File: src/inc/ext_bus_defs.svh
// constants and the plain-words summary for the external bus unit
// How it works
// - 24-bit address, 16-bit data bus; byte, word and long operands.
// - port width decided every cycle; narrow port gets extra cycles.
// - address of (most significant) byte driven at start, held with strobe.
// - address strobe falls half a clock after the cycle starts.
// - read data captured on the cycle's last rising clock edge.
// - writes drive all sixteen data lines regardless of sizes.
// - write data driven half a clock after address strobe.
// - read: data strobe asserted together with address strobe.
// - write: data strobe one full clock after address strobe.
// - direction changes only at cycle start, only on read/write swap.
// - size code: 01 byte, 10 word, 11 three bytes, 00 long.
// - address space code output, valid while address strobe is low.
// - size acknowledge ends cycle; read latches data, write confirms store.
// - acknowledge 11 waits, 10 eight-bit, 01 sixteen-bit, 00 reserved.
// - internal chip-select acknowledges accepted like external ones.
// - bus fault ends an unterminated cycle, may come with acknowledge.
// - internal monitor raises bus fault; external master supplies its own.
// - halted: data floats, strobes inactive, address and codes held.
// - halt stalls only external cycles; interrupts not serviced when halted.
// - autovector only ends interrupt acknowledge; off under external master.
// - autovector held low autovectors every external interrupt.
// - 16-bit port on all lanes, 8-bit port on upper lanes.
// - multi-byte operands go most significant part first.
`ifndef EXT_BUS_DEFS_SVH
`define EXT_BUS_DEFS_SVH
`define SIZE_BYTE       2'b01
`define SIZE_WORD       2'b10
`define SIZE_THREE      2'b11
`define SIZE_LONG       2'b00
`define ACK_WAIT        2'b11
`define ACK_PORT8       2'b10
`define ACK_PORT16      2'b01
`define SPACE_CPU       3'b111
`define MONITOR_CYCLES  16'h0040
`endif

File: src/inc/ext_bus_pkg.sv
// types for the external bus unit
package ext_bus_pkg;
    typedef enum logic [2:0] {
        ST_IDLE,
        ST_ADDR,
        ST_DATA,
        ST_WAIT,
        ST_END,
        ST_HALT
    } bus_state_e;
endpackage

File: src/design/external_bus_unit.sv
// master side of the asynchronous external bus with dynamic sizing
`timescale 1ns/1ps
`include "ext_bus_defs.svh"

module external_bus_unit
    import ext_bus_pkg::*;
#(
    parameter int MONITOR_LIMIT = 64
)
(
    input  wire logic        clk,
    input  wire logic        rst_n,
    // internal request side
    input  wire logic        req_valid,
    output logic             req_ready,
    input  wire logic        req_write,
    input  wire logic [1:0]  req_size,
    input  wire logic [2:0]  req_space,
    input  wire logic [23:0] req_addr,
    input  wire logic [31:0] req_wdata,
    input  wire logic        req_intack,
    input  wire logic        ext_master,
    input  wire logic        cs_ack_valid,
    input  wire logic [1:0]  cs_ack_code,
    output logic             done,
    output logic             fault,
    output logic             autovec,
    output logic [31:0]      rdata,
    output logic             halted,
    // external pins
    output logic [23:0]      address,
    output logic             address_strobe_n,
    output logic             data_strobe_n,
    output logic             read_write,
    output logic [1:0]       transfer_size_code,
    output logic [2:0]       address_space_code,
    input  wire logic [15:0] data_in,
    output logic [15:0]      data_out,
    output logic             data_oe,
    input  wire logic [1:0]  size_ack_n,
    input  wire logic        bus_fault_n,
    input  wire logic        halt_n,
    input  wire logic        auto_vector_request_n
);

    // ==========================================
    // reset release and input synchronisers
    logic       rst_s1;
    logic       rst_q;
    logic [4:0] sync1;
    logic [4:0] sync2;

    always_ff @(posedge clk or negedge rst_n)
    begin
        if (!rst_n)
        begin
            rst_s1 <= 1'b0;
            rst_q  <= 1'b0;
        end
        else
        begin
            rst_s1 <= 1'b1;
            rst_q  <= rst_s1;
        end
    end

    always_ff @(posedge clk or negedge rst_q)
    begin
        if (!rst_q)
        begin
            sync1 <= 5'h1f;
            sync2 <= 5'h1f;
        end
        else
        begin
            sync1 <= {size_ack_n, bus_fault_n, halt_n,
                      auto_vector_request_n};
            sync2 <= sync1;
        end
    end

    wire [1:0] ack_n_s = sync2[4:3];
    wire       bfault_s = ~sync2[2];
    wire       halt_s = ~sync2[1];
    wire       auto_vector_request_n_s = ~sync2[0];

    // ==========================================
    // cycle state
    bus_state_e  state;
    bus_state_e  next_state;
    logic [1:0]  remain;
    logic [23:0] cur_addr;
    logic [31:0] wbuf;
    logic        is_write;
    logic        intack;
    logic [15:0] mon_cnt;
    logic        as_fall;
    logic        ds_fall;
    logic        retry;
    logic        more_q;
    logic        term_fault_q;
    logic        auto_vector_request_n_q;

    // acknowledge from pins or from chip selects
    wire [1:0] ack_code = cs_ack_valid ? cs_ack_code : ack_n_s;
    wire ack8 = (ack_code == `ACK_PORT8);
    wire ack16 = (ack_code == `ACK_PORT16);
    wire auto_vector_request_n_ok = auto_vector_request_n_s && intack && !ext_master;
    wire mon_fault = (mon_cnt >= 16'(MONITOR_LIMIT)) && !ext_master;
    wire term_fault = bfault_s || mon_fault;
    wire term = ack8 || ack16 || auto_vector_request_n_ok || term_fault;

    // bytes moved this cycle from remaining count, port and alignment
    wire odd = cur_addr[0];
    wire [2:0] rem_bytes = (remain == `SIZE_LONG) ? 3'd4 : {1'b0, remain};
    wire [2:0] moved = ack8 || odd || rem_bytes == 3'd1 ? 3'd1 : 3'd2;
    wire [2:0] left = rem_bytes - moved;
    wire more = !term_fault && !auto_vector_request_n_ok && (left != 3'd0);

    // lane routing: 8-bit port and odd byte use upper or lower lane
    wire [7:0] rd_byte = (ack16 && odd) ? data_in[7:0] : data_in[15:8];
    wire [15:0] wr_word = wbuf[31:16];
    wire [15:0] wr_lanes = (rem_bytes == 3'd1 || odd) ?
                           {wr_word[15:8], wr_word[15:8]} : wr_word;

    always_comb
    begin
        next_state = state;
        case (state)
            ST_IDLE:
                if (req_valid && !halt_s)
                    next_state = ST_ADDR;
            // reads pass DATA too, so a stale synchronised acknowledge
            // from the previous cycle has drained before WAIT looks
            ST_ADDR:
                next_state = ST_DATA;
            ST_DATA:
                next_state = ST_WAIT;
            ST_WAIT:
                if (term)
                    next_state = ST_END;
            ST_END:
                if (halt_s && bfault_s)
                    next_state = ST_HALT;
                else if (halt_s)
                    next_state = ST_HALT;
                else if (more_q || retry)
                    next_state = ST_ADDR;
                else
                    next_state = ST_IDLE;
            ST_HALT:
                if (!halt_s)
                    next_state = (more_q || retry) ? ST_ADDR : ST_IDLE;
            default:
                next_state = ST_IDLE;
        endcase
    end

    always_ff @(posedge clk or negedge rst_q)
    begin
        if (!rst_q)
            state <= ST_IDLE;
        else
            state <= next_state;
    end

    // ==========================================
    // request capture, operand shifting and read assembly
    always_ff @(posedge clk or negedge rst_q)
    begin
        if (!rst_q)
        begin
            remain   <= `SIZE_LONG;
            cur_addr <= 24'h00_0000;
            wbuf     <= 32'h0000_0000;
            is_write <= 1'b0;
            intack   <= 1'b0;
            rdata    <= 32'h0000_0000;
            retry    <= 1'b0;
        end
        else if (state == ST_IDLE && next_state == ST_ADDR)
        begin
            remain   <= req_size;
            cur_addr <= req_addr;
            is_write <= req_write;
            intack   <= req_intack;
            retry    <= 1'b0;
            rdata    <= 32'h0000_0000;
            case (req_size)
                `SIZE_BYTE: wbuf <= {req_wdata[7:0], 24'h00_0000};
                `SIZE_WORD: wbuf <= {req_wdata[15:0], 16'h0000};
                `SIZE_THREE: wbuf <= {req_wdata[23:0], 8'h00};
                default: wbuf <= req_wdata;
            endcase
        end
        else if (state == ST_WAIT && term)
        begin
            retry <= halt_s && bfault_s;
            if (!term_fault && !auto_vector_request_n_ok)
            begin
                if (!is_write)
                    rdata <= (moved == 3'd2) ? {rdata[15:0], data_in}
                                             : {rdata[23:0], rd_byte};
                wbuf     <= (moved == 3'd2) ? {wbuf[15:0], 16'h0000}
                                            : {wbuf[23:0], 8'h00};
                cur_addr <= cur_addr + 24'(moved);
                remain   <= (left == 3'd4) ? `SIZE_LONG : left[1:0];
            end
        end
    end

    // bus monitor counts cycles while waiting for a termination
    always_ff @(posedge clk or negedge rst_q)
    begin
        if (!rst_q)
            mon_cnt <= 16'h0000;
        else if (state == ST_WAIT && !term)
            mon_cnt <= mon_cnt + 16'h0001;
        else
            mon_cnt <= 16'h0000;
    end

    // ==========================================
    // pins: strobes change on the falling edge, half a clock into a state
    wire as_set = (state == ST_ADDR) || (state == ST_DATA) ||
                  (state == ST_WAIT);
    wire ds_set = is_write ? (state == ST_DATA || state == ST_WAIT)
                           : as_set;
    wire oe_set = is_write && (state == ST_DATA || state == ST_WAIT);

    always_ff @(negedge clk or negedge rst_q)
    begin
        if (!rst_q)
        begin
            as_fall <= 1'b0;
            ds_fall <= 1'b0;
        end
        else
        begin
            as_fall <= as_set;
            ds_fall <= ds_set;
        end
    end

    always_ff @(posedge clk or negedge rst_q)
    begin
        if (!rst_q)
        begin
            address            <= 24'h00_0000;
            read_write         <= 1'b1;
            transfer_size_code <= `SIZE_LONG;
            address_space_code <= 3'b000;
            data_out           <= 16'h0000;
        end
        else if (state == ST_IDLE && next_state == ST_ADDR)
        begin
            address            <= req_addr;
            read_write         <= !req_write;
            transfer_size_code <= req_size;
            address_space_code <= req_space;
        end
        else if (next_state == ST_ADDR)
        begin
            address            <= cur_addr;
            transfer_size_code <= remain;
        end
        else if (state == ST_ADDR)
            data_out <= wr_lanes;
    end

    assign address_strobe_n = !as_fall;
    assign data_strobe_n    = !ds_fall;
    // enable follows the state, so data leads the write strobe by half
    assign data_oe          = oe_set;
    assign req_ready        = (state == ST_IDLE) && !halt_s;
    assign done    = (state == ST_END) && !more_q && !term_fault_q
                     && !auto_vector_request_n_q;
    assign fault   = (state == ST_END) && term_fault_q && !retry;
    assign autovec = (state == ST_END) && auto_vector_request_n_q;
    // halted means the bus stands still, not a cycle still finishing
    assign halted  = (state == ST_HALT) || (state == ST_IDLE && halt_s);

    // termination kind held into the end state; remain wraps to the long
    // code after the last byte, so the continue decision is kept here
    always_ff @(posedge clk or negedge rst_q)
    begin
        if (!rst_q)
        begin
            term_fault_q <= 1'b0;
            auto_vector_request_n_q       <= 1'b0;
            more_q       <= 1'b0;
        end
        else if (state == ST_WAIT && term)
        begin
            term_fault_q <= term_fault;
            auto_vector_request_n_q       <= auto_vector_request_n_ok && !term_fault;
            more_q       <= more;
        end
    end

endmodule

File: config.mk
export PLATFORM = sky130hd
export DESIGN_NAME = external_bus_unit
export DESIGN_NICKNAME = d
export VERILOG_FILES = /design/src/inc/ext_bus_pkg.sv /design/src/design/external_bus_unit.sv
export VERILOG_INCLUDE_DIRS = /design/src /design/src/inc
export SDC_FILE = /design/constraint.sdc
export NUM_CORES = 1
export LEC_CHECK = 0
export ABC_CLOCK_PERIOD_IN_PS = 11000
export BUFFER_PORTS_ARGS = -buffer_cell sky130_fd_sc_hd__buf_2
export CORE_ASPECT_RATIO = 0.5
export CORE_MARGIN = 2
export CORE_UTILIZATION = 60
export CTS_CLUSTER_SIZE = 30
export DETAILED_ROUTE_END_ITERATION = 8
export PLACE_DENSITY = 0.86
export SLEW_MARGIN = 0
export SYNTH_ARGS = -nofsm -noshare
export SYNTH_HDL_FRONTEND = slang
export SYNTH_SLANG_ARGS = --single-unit
File: constraint.sdc
create_clock -name clk -period 11 [get_ports clk]
set_input_delay 2.2 -clock clk [delete_from_list [all_inputs] [get_ports clk]]
set_output_delay 2.2 -clock clk [all_outputs]
set_load 0.03 [all_outputs]
[After elaboration in Yosys (flattened, before gate mapping)]
Cells that the tools add are included.
Widths: inputs -> output; s select.
Operators by class
  add/subtract/negate cells: 3
  multiply operators: 0
  divide/modulo/power cells: 0
  magnitude comparators: 1
  eq/ne operators: 15
  shifts and indexed selects: 0
  muxes and demuxes: 37
  bitwise logic cells: 5
  reductions and logical operators: 53
Operator list (number)
  $mux 32: 9
  $mux 24: 5
  $pmux 32 s3: 1
  $add 24x2->24: 1
  $logic_and 1x1->1: 21
  $mux 3: 6
  $pmux 3 s6: 1
  $add 16x1->16 const B: 1
  $ge 16x7->1 const B: 1
  $mux 16: 1
  $mux 2: 8
  $mux 8: 2
  $logic_or 1x1->1: 12
  $logic_not 1->1: 11
  $eq 3x1->1 const B: 3
  $eq 3x3->1 const B: 3
  $eq 2x2->1 const B: 4
  $eq 3x2->1 const B: 2
  $reduce_and 3->1: 2
  $reduce_bool 2->1: 3
  $not 1->1: 5
  $eq 2x1->1 const B: 2
  $mux 1: 4
  $logic_not 3->1: 1
  other kinds (5): 5
Word-level totals
  flip-flop bits (word level): 175
  bits in latches: 0
  memory bits (writable): 0
  memory bits (read-only): 0
  input port bits: 91
  output and inout bits: 86
  word-level logic and storage cells: 137
  memories kept: 0

[Logic depth before layout (Yosys ltp)]
  word-level depth: 11
  mapped depth: 13
  gate-level depth less buffers: 11

==> reports/metrics.cfg <==
[outcome]
status=completed

[worst_hold_path]
hp-class=reg2async

[layout]
final_cells=1227
design_area_um2=10500
area_delta_synth_final_pct=17.1
n_antenna_cell=0
final_common_cell=buf_2
layout-drive-gt1-share_pct=26.8
finalNetCount=1114
fillCellCount=1052
fin_util_pct=72.2
regArea_um2=4400
multi_input_area_um2=4240
final_cell_mix=176 x buf_2, 161 x dfrtp_1, 107 x nor2_1

[logic_synthesis]
ys_async_sr_fraction_pct=100
netlist_instances=876
ys_ff_latch=175
synth_edf_count=0
syn_nets=974
synth_area_um2=8970
syn_area_per_cell_um2=10.2
synth.distinct_cells=68
seq_area_frac_synth_pct=49.0
ys.warnings.count=0
synth_top_flop_cell=dfrtp_1

[sta]
setup_viol_count_final=0
tns_ps=0
worst_pin_slew_ps=1210
skew_ps=27.2
max-slew-margin-rel_pct=19.6
rsz0062_at_grt=false
finalHoldViolations=0
finalMaxSlewViolations=0

[clock_tree]
ctsResizeCount=0
cts_made_buffers=17
cts_buffer_depth=2
clk_pin_slew_ps=70
cts_tree=built
h-tree-depth=4
worstSkewPairLatency_ps=420
clock-sinks=175
hold_buffers=0
postCtsSetupRepairBufs=0
root_buffer=clkbuf_16

[power_and_ir_drop]
cellInternalPower_mw=1.76
p_switching_mw=1.38
clockPowerShare_pct=19.9
switching_share_pct=43.9
ir_drop_v=0.000179
p_per_area_nw_per_um2=299
power_leakage_nw=4.70
power_mw=3.14
pwr-share-comb_pct=44.3
p_seq_share_pct=35.8

[route]
vias=7683
wl_per_cell_um=18.8
detail-route-antenna-nets=0
initialDrtViolationCount=813
wl_um=23100
vias_per_cell=6.26
drtPass1Iterations=5
drcViolationCount=0

[setup_path]
cp_max_fo=1
worst_setup_path_start_kind=register
critPathCaptureType=output port
critPathRequiredTime_ps=8800
arrival_ps=6480
crit_type=reg2out

[place]
dp_hpwl_um=14700
post_dp_cell_area_um2=9900
gp_congestion=0.884
io_buffer_count=176
placed_cells=1195

[floorplan]
ios=177
coreArea_um2=14500
die_y_um=90.5
start_util_pct=61.7
fp.dieArea_um2=16000
die_w_um=177
num_rows=31

[global_route]
grt_pass1_vias=7362
grt_remaining_overflow=0
grt_pass1_wl_um=37100
antenna_found_initial=0
grt_use_total_pct=29.1
grt_max_degree=76

[run]
maxCapViolCount=0

metrics by stage:
step	hold WS (ps)	worst slack [ps]
final	266	2320
after global routing	303	2280
after CTS	276	2310
after detailed placement	280	2730
after global placement	270	2740
after floorplan	331	459
logic make-up (layout without fill, tap and decap cells):
kind of cell,after synthesis,in the layout,synth area share (%)
AOI/OAI and AO/OA,219,219,18.1
xor gates and xnor gates,26,26,2.69
adders and majority gates,7,7,0.976
buffers and inverters,83,236,4.13
DFF,175,175,49.0
muxes,70,70,9.04
other,1,1,0.0418
and+or+nand+nor,295,295,16.0
Yosys cell counts, types with 5 or more instances:
cell | count | area (um^2)
nand3_1 | 26 | 130
o221ai_1 | 7 | 61.3
o21ai_0 | 19 | 95.1
nor2_1 | 107 | 402
and3_1 | 20 | 125
inv_1 | 18 | 67.6
a211o_1 | 5 | 43.8
a311o_1 | 8 | 80.1
mux2_2 | 8 | 90.1
dfstp_2 | 11 | 289
mux2i_1 | 54 | 541
mux4_2 | 8 | 180
nand2_1 | 74 | 278
a21oi_1 | 50 | 250
nand4_1 | 10 | 62.6
ha_1 | 7 | 87.6
a2bb2oi_1 | 6 | 52.6
nor3_1 | 14 | 70.1
a2bb2oi_2 | 15 | 225
o22ai_1 | 20 | 125
buf_2 | 16 | 80.1
or3_1 | 12 | 75.1
a31oi_1 | 19 | 119
a211oi_1 | 37 | 278
a22o_1 | 8 | 70.1
clkbuf_1 | 41 | 154
dfrtp_1 | 162 | 4050
xor2_1 | 16 | 140
xnor2_1 | 9 | 78.8
cell type report:
| class | instances | share of cell area [%] |
|---|---|---|
| clock buffers | 18 | 4.09 |
| flip-flops and latches | 175 | 41.9 |
| well taps | 198 | 2.36 |
| clock inverters | 14 | 1.64 |
| repair buffers | 185 | 9.03 |
| inverters | 19 | 0.679 |
| multi-input cells | 618 | 40.3 |
routing by layer:
metal	vias to the layer above	GRT usage, %	wire length (um)
li1	3492	-	-
met1	3827	41.4	10000
met2	320	45.6	11100
met3	44	5.05	1500
met4	0	9.57	490
met5	-	0	0
power by group through the flow:
stage / logic, mW / registers, mW / clock network, mW
after floorplan: 0.805 / 1.34 / 0
after global placement: 1.34 / 1.11 / 0
after detailed placement: 1.38 / 1.13 / 0
after CTS: 1.39 / 1.12 / 0.627
after global routing: 1.50 / 1.16 / 0.658
final: 1.39 / 1.12 / 0.625
final timing paths:
check	cells after the start	slack, ps	end	start
worst min register to register	0	270	rdata[2]	rst_q
worst max register to register	2	4420	as_fall	state[1]
worst min-delay path	0	270	rdata[2]	rst_q
worst max-delay path	2	2320	data_strobe_n	ds_fall
max in group asynchronous	0	4980	ds_fall	rst_q
min in group clk	0	360	sync2[0]	sync1[0]
worst max-delay path: stages (launching register included):
cell     delay [ps]
dfrtn_1         390
inv_1            40
buf_2           170
sequential cells by signal, summed over array words and instances (netlist names), 3 cells and up:
name / count
sync1: 5
sync2: 5
mon_cnt: 16
address: 24
data_out: 16
state: 3
cur_addr: 24
address_space_code: 3
rdata: 32
wbuf: 32
(Power assumes the default switching activity.)
